### src/lcf_pkg.sv
`default_nettype none
package lcf_pkg;
  // register map, byte addresses
  localparam logic [3:0] REG_CTRL      = 4'h0;
  localparam logic [3:0] REG_RATE      = 4'h4;
  localparam logic [3:0] REG_STATUS    = 4'h8;
  localparam logic [3:0] REG_CREDIT    = 4'hC;
  // control fields
  localparam int CTRL_DISABLE_BIT     = 0;
  localparam int CTRL_START_BIT       = 1;
  localparam int CTRL_AUTO_BIT        = 2;
  localparam int CTRL_PRESET_BIT      = 3;
  localparam logic [2:0] CTRL_RESET   = 3'h1;
  // status fields
  localparam int STAT_STATE_LSB       = 0;
  localparam int STAT_ERR_LSB         = 4;
  localparam int CRED_TX_LSB          = 0;
  localparam int CRED_RX_LSB          = 8;
  // credit figures
  localparam logic [5:0] CRED_STEP    = 6'h08;
  localparam logic [5:0] CRED_MAX     = 6'h38;
  // timing
  localparam int CLK_PERIOD_NS        = 50;
  localparam int CLK_MHZ              = 20;
  localparam int T_RESET_NS           = 6400;
  localparam int T_WAIT_NS            = 12800;
  localparam logic [8:0] T_RESET_CYC  = 9'(T_RESET_NS / CLK_PERIOD_NS);
  localparam logic [8:0] T_WAIT_CYC   = 9'(T_WAIT_NS / CLK_PERIOD_NS);
  // signalling rates, in Mb/s, and clock dividers per bit
  localparam int RATE_INIT_MBPS       = 10;
  localparam int RATE_MIN_MBPS        = 2;
  localparam int RATE_MAX_MBPS        = 10;
  localparam logic [3:0] DIV_INIT     = 4'(CLK_MHZ / RATE_INIT_MBPS);
  localparam logic [3:0] DIV_SLOW     = 4'(CLK_MHZ / RATE_MIN_MBPS);
  localparam logic [3:0] DIV_FAST     = 4'(CLK_MHZ / RATE_MAX_MBPS);
  // character kinds on the encoding layer side
  typedef enum logic [1:0] {
    KIND_NULL,
    KIND_FCT,
    KIND_NCHAR,
    KIND_BC
  } lcf_kind_t;
  typedef enum logic [2:0] {
    ST_ERR_RESET,
    ST_ERR_WAIT,
    ST_READY,
    ST_STARTED,
    ST_CONNECTING,
    ST_RUN
  } lcf_state_t;
endpackage : lcf_pkg
`default_nettype wire

### src/lcf_link_ctrl.sv
// What this block does
// RULE1 - after reset or disconnect transmit at the ten megabit initial rate
// RULE2 - transmit rate reaches down to two megabits per second
// RULE3 - fastest supported rate is declared and never below initial rate
// RULE4 - transmit rate set per port, independent of far end
// RULE5 - a per-port link speed setting selects the running rate
// RULE6 - exchange N-Chars and broadcast codes with network layer, with ready flags
// RULE7 - drive transmit and receive enable flags to the encoding layer
// RULE8 - react to disconnect, receive error and first Null status
// RULE9 - port reset resets the port; link disable holds it off
// RULE10 - link start sends Nulls; auto start starts once a Null arrives
// RULE11 - expose link state, error flags and both credit counters
// RULE12 - one token buys eight N-Chars; send one only when ready for eight
// RULE13 - no N-Char goes out before a token has arrived
// RULE14 - transmit credit up eight per token in, down one per N-Char out
// RULE15 - at zero credit stop N-Chars, keep tokens, Nulls, broadcast codes
// RULE16 - both credit counters clear on entering the error reset state
// RULE17 - transmit credit never above fifty-six, seven tokens
// RULE18 - a token pushing transmit credit past its ceiling is a credit error
// RULE19 - at start-up send one token per eight free slots, seven at most
// RULE20 - receive credit up eight per token out, down one per N-Char in
// RULE21 - receive credit never above fifty-six
// RULE22 - token only when room for eight more and credit eight below ceiling
// RULE23 - N-Char arriving at zero receive credit is a credit error
// RULE24 - send order: broadcast code, token, N-Char, then Null
// RULE25 - credit counters six bits wide
`timescale 1ns/1ps
`default_nettype none
module lcf_link_ctrl (
  input  wire logic                 i_clock,
  input  wire logic                 i_reset_n,
  input  wire logic                 i_clk_en,
  // register port
  input  wire logic [3:0]           i_reg_addr,
  input  wire logic [31:0]          i_reg_wdata,
  input  wire logic                 i_reg_wr,
  input  wire logic                 i_reg_rd,
  output logic      [31:0]          o_reg_rdata,
  // network layer, transmit side
  input  wire logic                 i_tx_valid,
  input  wire logic [8:0]           i_tx_data,
  output logic                      o_tx_ready,
  input  wire logic                 i_bc_valid,
  input  wire logic [7:0]           i_bc_data,
  output logic                      o_bc_ready,
  // network layer, receive side
  input  wire logic [6:0]           i_rx_space,
  output logic                      o_rx_valid,
  output logic      [8:0]           o_rx_data,
  output logic                      o_bc_rx_valid,
  output logic      [7:0]           o_bc_rx_data,
  // encoding layer, transmit side
  input  wire logic                 i_enc_req,
  output logic                      o_enc_valid,
  output lcf_pkg::lcf_kind_t        o_enc_kind,
  output logic      [8:0]           o_enc_data,
  output logic      [3:0]           o_tx_div,
  output logic                      o_tx_enable,
  output logic                      o_rx_enable,
  // encoding layer, receive side
  input  wire logic                 i_dec_valid,
  input  wire lcf_pkg::lcf_kind_t   i_dec_kind,
  input  wire logic [8:0]           i_dec_data,
  input  wire logic                 i_disconnect,
  input  wire logic                 i_parity_err,
  input  wire logic                 i_esc_err,
  input  wire logic                 i_got_null
);
  import lcf_pkg::*;

  ////////////////////////////////////////////////////////////////////////
  // status flags from the link-clocked decoder

  localparam int NSYNC = 4;
  wire  [NSYNC-1:0] async_in;
  logic [NSYNC-1:0] sync_a_ff;
  logic [NSYNC-1:0] sync_b_ff;
  logic [NSYNC-1:0] sync_c_ff;
  logic [NSYNC-1:0] flag_ff;

  assign async_in = {i_got_null, i_esc_err, i_parity_err, i_disconnect};

  genvar g;
  generate
    for (g = 0; g < NSYNC; g++) begin : g_sync
      // a level counts only once two settled stages agree
      always_ff @(posedge i_clock or negedge i_reset_n) begin
        if (!i_reset_n) begin
          sync_a_ff[g] <= 1'b0;
          sync_b_ff[g] <= 1'b0;
          sync_c_ff[g] <= 1'b0;
          flag_ff[g]   <= 1'b0;
        end else if (i_clk_en) begin
          sync_a_ff[g] <= async_in[g];
          sync_b_ff[g] <= sync_a_ff[g];
          sync_c_ff[g] <= sync_b_ff[g];
          if (sync_b_ff[g] == sync_c_ff[g]) begin
            flag_ff[g] <= sync_c_ff[g];
          end
        end
      end
    end
  endgenerate

  wire disc_s     = flag_ff[0];
  wire par_s      = flag_ff[1];
  wire esc_s      = flag_ff[2];
  wire got_null_s = flag_ff[3];

  ////////////////////////////////////////////////////////////////////////
  // registers

  logic [2:0]  ctrl_ff;
  logic [3:0]  rate_ff;
  logic [3:0]  err_ff;
  logic        preset_ff;
  logic [31:0] rdata_ff;

  lcf_state_t  state_ff;
  lcf_state_t  nxt_state;
  logic [8:0]  timer_ff;
  logic [5:0]  tx_cred_ff;
  logic [5:0]  rx_cred_ff;
  logic        sent_null_ff;
  logic        sent_fct_ff;
  logic        bc_pend_ff;
  logic [7:0]  bc_buf_ff;

  wire wr_ctrl   = i_reg_wr && (i_reg_addr == REG_CTRL);
  wire wr_rate   = i_reg_wr && (i_reg_addr == REG_RATE);
  wire wr_status = i_reg_wr && (i_reg_addr == REG_STATUS);

  wire link_dis  = ctrl_ff[CTRL_DISABLE_BIT];
  wire link_go   = ctrl_ff[CTRL_START_BIT];
  wire auto_go   = ctrl_ff[CTRL_AUTO_BIT];

  // clamp to the supported range: 2 Mb/s slowest, 10 Mb/s fastest
  wire [3:0] rate_wr = i_reg_wdata[3:0];
  wire [3:0] rate_clamped = (rate_wr > DIV_SLOW) ? DIV_SLOW :  // [RULE2]
                            (rate_wr < DIV_FAST) ? DIV_FAST :  // [RULE3]
                            rate_wr;

  wire [31:0] stat_word = {24'h00_0000, err_ff,
                           1'b0, 3'(state_ff)};
  wire [31:0] cred_word = {18'h0_0000, rx_cred_ff,
                           2'b00, tx_cred_ff};  // [RULE11]
  wire [31:0] rd_mux =
    (i_reg_addr == REG_CTRL)   ? {29'h0000_0000, ctrl_ff} :
    (i_reg_addr == REG_RATE)   ? {28'h000_0000, rate_ff}  :
    (i_reg_addr == REG_STATUS) ? stat_word                :
    (i_reg_addr == REG_CREDIT) ? cred_word                :
    32'h0000_0000;

  always_ff @(posedge i_clock or negedge i_reset_n) begin
    if (!i_reset_n) begin
      ctrl_ff   <= CTRL_RESET;
      rate_ff   <= DIV_INIT;
      preset_ff <= 1'b0;
      rdata_ff  <= 32'h0000_0000;
    end else if (i_clk_en) begin
      if (wr_ctrl) begin
        ctrl_ff <= i_reg_wdata[2:0];  // [RULE9] [RULE10]
      end
      // port reset is a self-clearing pulse
      preset_ff <= wr_ctrl && i_reg_wdata[CTRL_PRESET_BIT];
      if (wr_rate) begin
        rate_ff <= rate_clamped;  // [RULE5]
      end
      rdata_ff <= i_reg_rd ? rd_mux : 32'h0000_0000;
    end
  end

  assign o_reg_rdata = rdata_ff;

  ////////////////////////////////////////////////////////////////////////
  // receive side decode

  wire in_rx_phase = (state_ff != ST_ERR_RESET);
  wire rx_live     = in_rx_phase && got_null_s;
  wire rx_fct      = rx_live && i_dec_valid && (i_dec_kind == KIND_FCT);
  wire rx_nchar    = rx_live && i_dec_valid && (i_dec_kind == KIND_NCHAR);
  wire rx_bc       = rx_live && i_dec_valid && (i_dec_kind == KIND_BC);
  wire rx_any      = rx_fct || rx_nchar || rx_bc;
  wire run         = (state_ff == ST_RUN);
  wire connecting  = (state_ff == ST_CONNECTING);

  wire cred_err_tx = rx_fct && (tx_cred_ff > (CRED_MAX - CRED_STEP));  // [RULE18]
  wire cred_err_rx = rx_nchar && (rx_cred_ff == 6'h00);  // [RULE23]
  wire cred_err    = run && (cred_err_tx || cred_err_rx);
  wire link_err    = disc_s || par_s || esc_s;  // [RULE8]

  ////////////////////////////////////////////////////////////////////////
  // link state sequencing

  wire t_reset_done = (timer_ff >= T_RESET_CYC);
  wire t_wait_done  = (timer_ff >= T_WAIT_CYC);
  wire kill         = link_dis || link_err;  // [RULE9]

  always_comb begin
    nxt_state = state_ff;
    unique case (state_ff)
      ST_ERR_RESET: begin
        if (t_reset_done && !link_dis) nxt_state = ST_ERR_WAIT;
      end
      ST_ERR_WAIT: begin
        if (kill || rx_any) nxt_state = ST_ERR_RESET;
        else if (t_wait_done) nxt_state = ST_READY;
      end
      ST_READY: begin
        if (kill || rx_any) nxt_state = ST_ERR_RESET;
        else if (link_go || (auto_go && got_null_s)) nxt_state = ST_STARTED;  // [RULE10]
      end
      ST_STARTED: begin
        if (kill || rx_any || t_wait_done) nxt_state = ST_ERR_RESET;
        else if (got_null_s && sent_null_ff) nxt_state = ST_CONNECTING;
      end
      ST_CONNECTING: begin
        if (kill || rx_nchar || rx_bc || t_wait_done) nxt_state = ST_ERR_RESET;
        else if (rx_fct && sent_fct_ff) nxt_state = ST_RUN;
      end
      ST_RUN: begin
        if (kill || cred_err) nxt_state = ST_ERR_RESET;
      end
    endcase
    if (preset_ff) nxt_state = ST_ERR_RESET;  // [RULE9]
  end

  wire enter_reset = (nxt_state == ST_ERR_RESET) && (state_ff != ST_ERR_RESET);

  always_ff @(posedge i_clock or negedge i_reset_n) begin
    if (!i_reset_n) begin
      state_ff <= ST_ERR_RESET;
      timer_ff <= 9'h000;
    end else if (i_clk_en) begin
      state_ff <= nxt_state;
      if (nxt_state != state_ff) timer_ff <= 9'h000;
      else if (!t_wait_done) timer_ff <= timer_ff + 9'h001;
    end
  end

  // receiver runs from error wait on; transmitter from started on
  assign o_rx_enable = in_rx_phase;  // [RULE7]
  assign o_tx_enable = (state_ff == ST_STARTED) || connecting || run;  // [RULE7]
  // back to the initial rate whenever the link is not running
  assign o_tx_div = run ? rate_ff : DIV_INIT;  // [RULE1] [RULE4]

  ////////////////////////////////////////////////////////////////////////
  // transmit selection

  wire [6:0] rx_owed  = {1'b0, rx_cred_ff} + {1'b0, CRED_STEP};
  wire fct_room = (rx_cred_ff <= (CRED_MAX - CRED_STEP)) &&  // [RULE21] [RULE22]
                  (i_rx_space >= rx_owed);  // [RULE12] [RULE19]
  wire fct_ok   = (connecting || run) && fct_room;
  wire take     = i_enc_req && o_tx_enable;
  wire pick_bc  = take && run && bc_pend_ff;  // [RULE24]
  wire pick_fct = take && !pick_bc && fct_ok;  // [RULE24]
  // zero credit blocks data only; tokens, Nulls and codes still flow
  wire pick_nc  = take && run && !bc_pend_ff && !fct_ok &&
                  i_tx_valid && (tx_cred_ff != 6'h00);  // [RULE13] [RULE15]
  wire pick_nul = take && !pick_bc && !pick_fct && !pick_nc;  // [RULE24]

  assign o_tx_ready = pick_nc;  // [RULE6]
  assign o_bc_ready = !bc_pend_ff && run;  // [RULE6]

  wire bc_load = i_bc_valid && o_bc_ready;

  lcf_kind_t kind_ff;
  logic [8:0] enc_data_ff;
  logic enc_valid_ff;

  wire lcf_kind_t pick_kind = pick_bc  ? KIND_BC  :
                              pick_fct ? KIND_FCT :
                              pick_nc  ? KIND_NCHAR : KIND_NULL;
  wire [8:0] pick_data = pick_bc ? {1'b0, bc_buf_ff} :
                         pick_nc ? i_tx_data : 9'h000;

  always_ff @(posedge i_clock or negedge i_reset_n) begin
    if (!i_reset_n) begin
      kind_ff      <= KIND_NULL;
      enc_data_ff  <= 9'h000;
      enc_valid_ff <= 1'b0;
    end else if (i_clk_en) begin
      enc_valid_ff <= take;
      if (take) begin
        kind_ff     <= pick_kind;
        enc_data_ff <= pick_data;
      end
    end
  end

  assign o_enc_valid = enc_valid_ff;
  assign o_enc_kind  = kind_ff;
  assign o_enc_data  = enc_data_ff;

  // pending broadcast code is dropped on error reset
  always_ff @(posedge i_clock or negedge i_reset_n) begin
    if (!i_reset_n) begin
      bc_pend_ff   <= 1'b0;
      bc_buf_ff    <= 8'h00;
      sent_null_ff <= 1'b0;
      sent_fct_ff  <= 1'b0;
    end else if (i_clk_en) begin
      if (nxt_state == ST_ERR_RESET) bc_pend_ff <= 1'b0;
      else if (bc_load) bc_pend_ff <= 1'b1;
      else if (pick_bc) bc_pend_ff <= 1'b0;
      if (bc_load) bc_buf_ff <= i_bc_data;
      if (!o_tx_enable) sent_null_ff <= 1'b0;
      else if (pick_nul) sent_null_ff <= 1'b1;
      if (!o_tx_enable) sent_fct_ff <= 1'b0;
      else if (pick_fct) sent_fct_ff <= 1'b1;
    end
  end

  ////////////////////////////////////////////////////////////////////////
  // credit counters, six bits to cover 0..56

  wire [5:0] tx_up  = (tx_cred_ff > (CRED_MAX - CRED_STEP)) ?
                      CRED_MAX : (tx_cred_ff + CRED_STEP);  // [RULE17]
  wire [5:0] tx_dn  = tx_cred_ff - 6'h01;
  wire [5:0] nxt_tx = (rx_fct && pick_nc) ? (tx_up - 6'h01) :
                      rx_fct  ? tx_up :  // [RULE14]
                      pick_nc ? tx_dn :  // [RULE14]
                      tx_cred_ff;
  wire rx_dec       = rx_nchar && run && (rx_cred_ff != 6'h00);
  wire [5:0] nxt_rx = (pick_fct && rx_dec) ? (rx_cred_ff + CRED_STEP - 6'h01) :
                      pick_fct ? (rx_cred_ff + CRED_STEP) :  // [RULE20]
                      rx_dec   ? (rx_cred_ff - 6'h01) :  // [RULE20]
                      rx_cred_ff;

  always_ff @(posedge i_clock or negedge i_reset_n) begin
    if (!i_reset_n) begin
      tx_cred_ff <= 6'h00;
      rx_cred_ff <= 6'h00;
    end else if (i_clk_en) begin
      if (nxt_state == ST_ERR_RESET) begin
        tx_cred_ff <= 6'h00;  // [RULE16]
        rx_cred_ff <= 6'h00;  // [RULE16]
      end else begin
        tx_cred_ff <= nxt_tx;  // [RULE25]
        rx_cred_ff <= nxt_rx;  // [RULE25]
      end
    end
  end

  ////////////////////////////////////////////////////////////////////////
  // delivery to the network layer and error flags

  wire [3:0] err_set = {cred_err, esc_s, par_s, disc_s};
  wire [3:0] err_clr = wr_status ? i_reg_wdata[STAT_ERR_LSB +: 4] : 4'h0;

  always_ff @(posedge i_clock or negedge i_reset_n) begin
    if (!i_reset_n) begin
      o_rx_valid    <= 1'b0;
      o_rx_data     <= 9'h000;
      o_bc_rx_valid <= 1'b0;
      o_bc_rx_data  <= 8'h00;
      err_ff        <= 4'h0;
    end else if (i_clk_en) begin
      // characters are only passed up while running
      o_rx_valid    <= rx_nchar && run && !enter_reset;  // [RULE6]
      o_bc_rx_valid <= rx_bc && run && !enter_reset;  // [RULE6]
      if (rx_nchar) o_rx_data <= i_dec_data;
      if (rx_bc) o_bc_rx_data <= i_dec_data[7:0];
      // set wins over a clear in the same cycle
      err_ff <= (err_ff & ~err_clr) | err_set;  // [RULE11]
    end
  end

endmodule : lcf_link_ctrl
`default_nettype wire

### config.mk
export PLATFORM = sky130hd
export DESIGN_NAME = lcf_link_ctrl
export DESIGN_NICKNAME = d
export VERILOG_FILES = /design/src/lcf_pkg.sv /design/src/lcf_link_ctrl.sv
export SDC_FILE = /design/constraint.sdc
export NUM_CORES = 1
export LEC_CHECK = 0
export ABC_CLOCK_PERIOD_IN_PS = 4460
export BUFFER_PORTS_ARGS = -buffer_cell sky130_fd_sc_hd__buf_2
export CORE_UTILIZATION = 54
export DETAILED_ROUTE_END_ITERATION = 8
export GPL_ROUTABILITY_DRIVEN = 0
export GPL_TIMING_DRIVEN = 1
export PLACE_DENSITY = 0.81
export SYNTH_ARGS = -nofsm -noshare
export SYNTH_HDL_FRONTEND = slang
export SYNTH_SLANG_ARGS = --single-unit
### constraint.sdc
create_clock -name i_clock -period 4.46 [get_ports i_clock]
set_clock_uncertainty 0.2 [all_clocks]
set_input_delay 0.892 -clock i_clock [delete_from_list [all_inputs] [get_ports i_clock]]
set_output_delay 0.892 -clock i_clock [all_outputs]
set_load 0.005 [all_outputs]
## Word-level counts from Yosys, hierarchy flattened

Cells that the tools add are included.

- Logic and storage cells: 205
- Input port bits: 84
- Bits in registers: 126
- Output and inout port bits: 71

- Order comparisons: 7
- Eq/ne operators: 19
- Reductions and logical operators: 88
- Multiplexer cells: 44
- Bitwise gates (word level): 3
- Add/sub/neg operators: 8

Operator list:

| kind | count |
|---|---|
| two-way mux 14 bit | 5 |
| two-way mux 6 bit | 9 |
| logical AND 1 bit | 39 |
| two-way mux 9 bit | 4 |
| two-way mux 3 bit | 11 |
| AND reduction 2 bit | 16 |
| subtractor 6 x 1 -> 6 bit (second input constant) | 4 |
| one-hot mux 3 bit (6 select lines) | 1 |
| logical OR 1 bit | 16 |
| two-way mux 4 bit | 4 |
| adder 6 x 4 -> 6 bit (second input constant) | 2 |
| nonzero test 6 bit | 2 |
| adder 9 x 1 -> 9 bit (second input constant) | 1 |
| greater-or-equal comparator 9 x 8 -> 1 bit (second input constant) | 1 |
| greater-or-equal comparator 9 bit (second input constant) | 1 |
| equality test 4 bit (second input constant) | 2 |
| nonzero test 4 bit | 2 |
| adder 6 x 4 -> 7 bit (second input constant) | 1 |
| greater-or-equal comparator 7 bit | 1 |
| logical NOT 1 bit | 7 |
| two-way mux 1 bit | 7 |
| equality test 3 x 2 -> 1 bit (second input constant) | 2 |
| equality test 3 bit (second input constant) | 2 |
| greater-than comparator 6 bit (second input constant) | 1 |
| other kinds (18) | 28 |

## Depth between registers and ports, before layout

Gate-level depths: netlist (run 1).

- Depth in word-level cells: 15
- Gate-level depth with buffers: 13
- Depth with buffers taken out: 12

## Worst setup path before layout (run 1)

OpenSTA, ideal clock, no wires.

- Kind: register to output
- Start point: register rx_cred_ff[3]
- End point: output o_tx_ready
- Stages on the path, launching flop included: 12
- Path slack: 0.994 ns
- Required time: 3.368 ns
- Arrival: 2.374 ns
- Path buffers: 2
- Cells stage by stage: dfrtp_1 -> buf_2 -> inv_1 -> ha_1 -> inv_1 -> ha_1 -> a21o_1 -> a211o_1 -> a41oi_1 -> o21ai_2 -> inv_1 -> buf_2

- Longest elaborated chain between the ends: 8
- Elaborated cells on any way between the ends: 9
- Those cells by class: add/sub: 1; order compare: 2; reduce/logical: 6

RTL lines:

| item | line | RTL |
|---|---|---|
| start, declared | lcf_link_ctrl.sv:123 | `logic [5:0] rx_cred_ff;` |
| start signal, assigned | lcf_link_ctrl.sv:340 | `rx_cred_ff <= nxt_rx;` |
| adder 6 x 4 -> 7 bit | lcf_link_ctrl.sv:250 | `wire [6:0] rx_owed = {1'b0, rx_cred_ff} + {1'b0, CRED_STEP};` |
| greater-or-equal comparator 7 bit | lcf_link_ctrl.sv:252 | `(i_rx_space >= rx_owed);` |
| logical AND 1 bit * | lcf_link_ctrl.sv:251 | `wire fct_room = (rx_cred_ff <= (CRED_MAX - CRED_STEP)) &&` |
| logical AND 1 bit * | lcf_link_ctrl.sv:253 | `wire fct_ok = (connecting \|\| run) && fct_room;` |
| logical NOT 1 bit * | lcf_link_ctrl.sv:258 | `wire pick_nc = take && run && !bc_pend_ff && !fct_ok &&` |
| logical AND 1 bit * (2 in series) | lcf_link_ctrl.sv:258 |  |
| logical AND 1 bit * | lcf_link_ctrl.sv:259 | `i_tx_valid && (tx_cred_ff != 6'h00);` |
| end, declared | lcf_link_ctrl.sv:42 | `output logic o_tx_ready,` |

Mark *: on every way between the ends. The rest lies on a longest branch, timed or not.

## Worst setup path after layout (run 1)

Same ends and word-level chain as after synthesis.

==> summary.txt, run 1 <==
Worst setup path startpoint -> rx_cred_ff[3]
CP max stage delay -> 0.50 ns
Top Layer Used -> met4
Core Box Area -> 10,800 um2
Post-layout min period -> 4.20 ns
Synth warnings -> 0
CP max-delay cell -> dfrtp_2
Seq cells post-synth -> 108
Largest net degree at the start of global routing -> 77
HP Class -> register to register
Initial antenna violation count -> 0
Met2 routed wirelength -> 7260 um
Worst-path clk slew -> 0.10 ns
# diodes -> 0
Worst path bufs/invs -> 4
Overflow after GRT -> 0
Dpl hpwl -> 10,600 um
Worst hold path startpoint -> o_reg_rdata[7]
WP data required -> 3.37 ns
First-pass GRT wire length -> 23,700 um
Worst rel slew slack -> 25.3%
DR WL/cell -> 17.3 um
CTS root buffer -> clkbuf_8
# fillers -> 899
CP Launch Type -> register
Crit path DAT -> 3.11 ns
Setup_tns -> 0 ns
Main synth FF type -> dfrtp_1
Final period utilization -> 94.2%
Setup CP Type -> register to primary output
Slew Viols, Final -> 0
Cell variety after synth -> 76
PortBufs -> 112
Antenna viol nets, final -> 0
TritonCTS clock tree -> done
DRT met1 WL -> 6100 um
Clk sink count -> 108
Row count -> 38
DR DRC count -> 0
Synthesized area -> 6030 um2
Final hold vios -> 0
Ports -> 155
Synth async-reset ratio -> 100%
Status -> finished clean
DR pass1 iterations -> 5
Worst VDD drop -> 0.253 mV
Crit path max-delay family -> compound AO/OA/AOI/OAI gates
CP Cell Sequence -> inv_1 > ha_1 > inv_1 > ha_1 > a21o_1 > a211o_1 > a41oi_1 > o21ai_2 > inv_1 > buf_2
Die H -> 108 um
PD cells -> 499 nW/um2
Slew at the pin with the worst max-slew slack -> 1.12 ns
Crit-path most repeated cell -> inv_1
Longest Clk Path Bufs -> 2
Num CTS Buffers -> 9
Register area share after synthesis -> 44.9%
Vias in the first global route -> 4,935
Number of enable flip-flop cells after synthesis -> 0
Via count -> 5,094
Peak fanout along the critical path -> 14
Area Overhead vs Synth -> 12.9%
Die X -> 108 um
Vias/cell -> 6.04
Syn_area_per_cell -> 10.1 um2
Cell area after layout -> 6810 um2
Layout net count -> 803
Leakage -> 3.19 nW
Fmax -> 238 MHz
CP Capture Type -> primary output
Max-Cap Viols -> 0
Initial DRC count -> 325
Die ar. -> 11,600 um2
Clk Latency, worst-skew pair -> 0.37 ns
Metal3 WL -> 919 um
Layout cells sized above 1 -> 28.6%
Placed cell areas -> 6620 um2
Synth Instances -> 598
Global-route usage over all layers -> 26.2%
Endpoints failing setup -> 0
Total Wirelength -> 14,600 um
Deepest level of the CTS H-tree -> 3
Initial core utilization -> 55.6%
RSZ-0062 raised after global routing -> no
Worst r2r src -> rx_cred_ff[3]
-- final timing paths --
check / cells after the start / end / slack [ns]
min in group asynchronous: 1 / o_reg_rdata[9] / 0.47
max in group asynchronous: 2 / o_rx_data[5] / 2.77
worst max-delay path: 10 / o_tx_ready / 0.26
worst min register to register: 1 / o_reg_rdata[7] / 0.29
worst min-delay path: 1 / o_reg_rdata[7] / 0.29
worst max register to register: 11 / tx_cred_ff[4] / 0.96
-- synthesized netlist by cell type (6+ instances only) --
| library cell | instances | share of area [%] |
|---|---|---|
| nor2_1 | 22 | 1.4 |
| inv_1 | 38 | 2.4 |
| o2bb2ai_1 | 13 | 1.9 |
| a22oi_1 | 11 | 1.4 |
| a22o_1 | 11 | 1.6 |
| ha_1 | 20 | 4.1 |
| dfrtp_1 | 106 | 44 |
| nand4_1 | 6 | 0.62 |
| o21ai_1 | 6 | 0.50 |
| o21ai_0 | 46 | 3.8 |
| mux2_2 | 43 | 8.0 |
| nand3_1 | 24 | 2.0 |
| nor3_1 | 10 | 0.83 |
| buf_4 | 20 | 2.5 |
| o211ai_1 | 8 | 1.0 |
| and3_1 | 8 | 0.83 |
| nand2b_1 | 7 | 0.73 |
| nand2_1 | 47 | 2.9 |
| a21oi_1 | 29 | 2.4 |
| clkbuf_1 | 17 | 1.1 |
-- metrics by stage --
step,std cells,hold slack (ns),utilization [%],power (W),setup slack (ns)
after detailed placement,828,0.268,61.0,0.00279,0.612
after CTS,844,0.295,62.8,0.00339,0.195
after global placement,828,0.258,61.0,0.00271,0.700
after global routing,844,0.313,62.8,0.00364,0.138
after floorplan,615,0.262,-,0.00240,0.994
final,844,0.291,62.8,0.00340,0.258
-- report_power, final --
part | switching (W) | internal [W] | total, W
Sequential | 0.000250 | 0.00121 | 0.00146
Combinational | 0.000774 | 0.000566 | 0.00134
Clock | 0.000337 | 0.000263 | 0.000599
-- cell families after synthesis --
group | after synthesis | share of synthesized area (%)
xor gates and xnor gates | 5 | 0.726
other | 1 | 0.0622
muxes | 47 | 8.69
AOI/OAI and AO/OA | 177 | 21.1
adders and majority gates | 20 | 4.15
DFF | 108 | 44.9
buffers and inverters | 84 | 6.83
and+or+nand+nor | 156 | 13.6
-- state kept, by name, summed over array words and instances (netlist names), 6 cells and up --
signal / count
o_reg_rdata: 14
bc_buf_ff: 8
rx_cred_ff: 6
o_enc_data: 9
o_rx_data: 9
tx_cred_ff: 6
o_bc_rx_data: 8
timer_ff: 9
-- placed cells by master, fill, tap and decap left out, types with 5 or more instances in the layout --
master       n
and3_1       8
o2bb2ai_1   13
o22ai_1      5
nor3_1      10
buf_2      111
xnor2_1      5
a31oi_1      5
inv_1       38
nor2_1      22
nand3_1     24
nand2b_1     7
buf_4        8
conb_1      18
a21oi_1     29
o211ai_1     8
o2111ai_1    5
o21ai_0     46
mux2_2      43
a22o_1      11
nand2_1     47
a22oi_1     11
ha_1        20
clkbuf_8     9
dfrtp_1    105
nand4_1      6
or3_1        5
o21ai_1      6
-- repair_timing --
item,4_1_cts,5_1_grt
hold buffers,0,0
buffers inserted,0,0
gates resized for setup,0,1
endpoints found under the setup margin,0,1
-- per-layer routing --
layer	vias to the layer above	GRT usage, %
met5	-	0
met4	0	9.69
met3	29	5.75
met2	221	43.5
met1	2493	33.5
li1	2351	-
-- cell type report --
cell class	count	area (um2)	share of cell area, %
flip-flops and latches	108	2710	39.7
well taps	140	175	2.57
clock buffers	11	131	1.93
clock inverters	5	60.1	0.882
inverters	38	143	2.09
multi-input cells	423	2980	43.7
repair buffers	119	616	9.04
No activity file was read; power rests on OpenSTA's default activity.
==> run 2, diff against run 1 <==
Settings changed: CORE_UTILIZATION 54 to 45, PLACE_DENSITY 0.81 to 0.7.
==> summary.txt, run 2 (same netlist as run 1, synthesis figures left out) <==
Peak fanout along the critical path -> 14 (unchanged)
Hold_buf cts -> 0 (unchanged)
Layout net count -> 804 (+0.12%)
WP data required -> 3.37 ns (about the same)
Setup WS pre-CTS -> 0.571 ns (-0.0409 ns)
Worst-path clk slew -> 0.07 ns (-0.03 ns)
# fillers -> 1,190 (+32%)
Endpoints failing setup -> 0 (unchanged)
Ports -> 155 (unchanged)
Setup_tns -> 0 ns (unchanged)
Overflow after GRT -> 0 (unchanged)
PD cells -> 516 nW/um2 (+3.5%)
FF-to-FF path depth -> 11 (unchanged)
Final core utilization -> 54.3% (-8.5 points)
Row count -> 41 (+7.9%)
Status -> finished clean
CP Launch Type -> register
Deepest level of the CTS H-tree -> 3 (unchanged)
Total Wirelength -> 14,200 um (-2.4%)
Slew at the pin with the worst max-slew slack -> 0.927 ns (-0.191 ns)
RSZ-0062 raised after global routing -> no
Layout cells sized above 1 -> 28.7% (+0.10 points)
CTS-repair resized insts -> 0 (unchanged)
DR DRC count -> 0 (unchanged)
Slew Viols, Final -> 0 (unchanged)
Initial DRC count -> 347 (+6.8%)
Area Overhead vs Synth -> 15.5%
PortBufs -> 112 (unchanged)
Final period utilization -> 94.4% (+0.20 points)
Worst VDD drop -> 0.327 mV (+29%)
Clk Latency, worst-skew pair -> 0.35 ns (-0.02 ns)
TritonCTS clock tree -> done
Worst rel slew slack -> 37.8% (+12 points)
Die X -> 118 um (+9.4%)
Number of flip-flops in the largest register -> 14 (unchanged)
Final hold vios -> 0 (unchanged)
Initial antenna violation count -> 0 (unchanged)
Vias/cell -> 5.67 (-6.0%)
Die ar. -> 13,900 um2 (+20%)
Crit path DAT -> 3.12 ns (about the same)
Die H -> 118 um (+9.4%)
Max-Cap Viols -> 0 (unchanged)
Hold Slack -> 0.279 ns (-0.0124 ns)
CTS root buffer -> clkbuf_16
Clk sink count -> 108 (unchanged)
Core Box Area -> 12,800 um2 (+18%)
# diodes -> 0 (unchanged)
# Post-CTS Setup Buffers -> 0 (unchanged)
Hold depth -> 2 (+1)
Vias in the first global route -> 4,775 (-3.2%)
DR pass1 iterations -> 5 (unchanged)
CP Capture Type -> primary output
Setup CP Type -> register to primary output
Dpl hpwl -> 10,400 um (-2.1%)
Register area -> 2710 um2 (about the same)
Setup WS post-layout -> 0.250 ns (-0.00890 ns)
Num CTS Buffers -> 9 (unchanged)
Fmax -> 238 MHz (-0.21%)
Total power -> 0.00360 W (+5.9%)
Commonest cells after routing, fill and taps aside -> buf_2 (111), dfrtp_1 (106), nand2_1 (47)
Post-layout min period -> 4.21 ns (+0.00890 ns)
Via count -> 4,975 (-2.3%)
Global-route usage over all layers -> 21.4% (-4.8 points)
First-pass GRT wire length -> 23,900 um (+0.85%)
Largest net degree at the start of global routing -> 39 (-49%)
Leakage -> 3.25 nW (+1.9%)
HP Class -> register to register
Multi-input logic area -> 2980 um2 (unchanged)
Most common cell after layout, fill and taps aside -> buf_2
Antenna viol nets, final -> 0 (unchanged)
DR WL/cell -> 16.2 um (-6.1%)
Longest Clk Path Bufs -> 2 (unchanged)
Initial core utilization -> 47.0% (-8.6 points)
==> run 2: changes by cell type in the layout (fill, tap and decap cells not counted) <==
cell	previous run	this run
clkbuf_16	0	9
clkbuf_8	9	2
buf_4	8	9
clkbuf_1	2	1
clkinv_2	1	2
clkinv_4	1	0
dfrtp_1	105	106
dfrtp_2	1	0
inv_6	1	0
==> run 2: layout make-up <==
type | instances | share of cell area (%)
clock inverter | 4 | 0.682
clock buffer | 12 | 3.68
timing repair buffer | 120 | 8.94
sequential | 108 | 38.8
inverter | 38 | 2.05
tap | 172 | 3.09
multi-input combinational | 423 | 42.7
==> run 2: path summary, 6_finish.rpt <==
kind	slack (ns)	end	from
max reg2reg	0.92	tx_cred_ff[4]	rx_cred_ff[3]
min	0.28	o_enc_data[1]	o_enc_data[1]
max in group asynchronous	2.91	o_reg_rdata[11]	i_reset_n
min reg2reg	0.28	o_enc_data[1]	o_enc_data[1]
min in group asynchronous	0.29	o_bc_rx_data[6]	i_reset_n
max	0.25	o_tx_ready	rx_cred_ff[3]
==> run 2: through the flow <==
step / std cells / area [um2]
after global routing: 877 / 6970
after detailed placement: 861 / 6660
after CTS: 877 / 6970
after floorplan: 615 / 6090
final: 877 / 6970
after global placement: 861 / 6660
==> run 2: worst max-delay path, cell delays in order, from the launching register on <==
cell and delay [ns]:
dfrtp_1 0.57, inv_1 0.14, ha_1 0.31, inv_1 0.11, ha_1 0.27, a21o_1 0.19, a211o_1 0.30, a41oi_1 0.33
o21ai_2 0.28, inv_1 0.15, buf_2 0.12
==> run 2: where the power goes <==
part | internal [W] | leakage (nW) | switching [W]
sequential | 0.00121 | 1.40 | 0.000237
combinational | 0.000567 | 1.70 | 0.000768
clock | 0.000465 | 0.149 | 0.000354
total | 0.00224 | 3.25 | 0.00136
==> run 2: layer usage <==
metal / wire (um) / part of all wire [%] / vias up / track usage, %
met5: 0 / 0 / - / 0
met3: 1050 / 7.4 / 18 / 6.83
li1: - / - / 2359 / -
met2: 6520 / 46 / 185 / 33.5
met1: 6480 / 46 / 2413 / 28.6
met4: 161 / 1.1 / 0 / 5.29
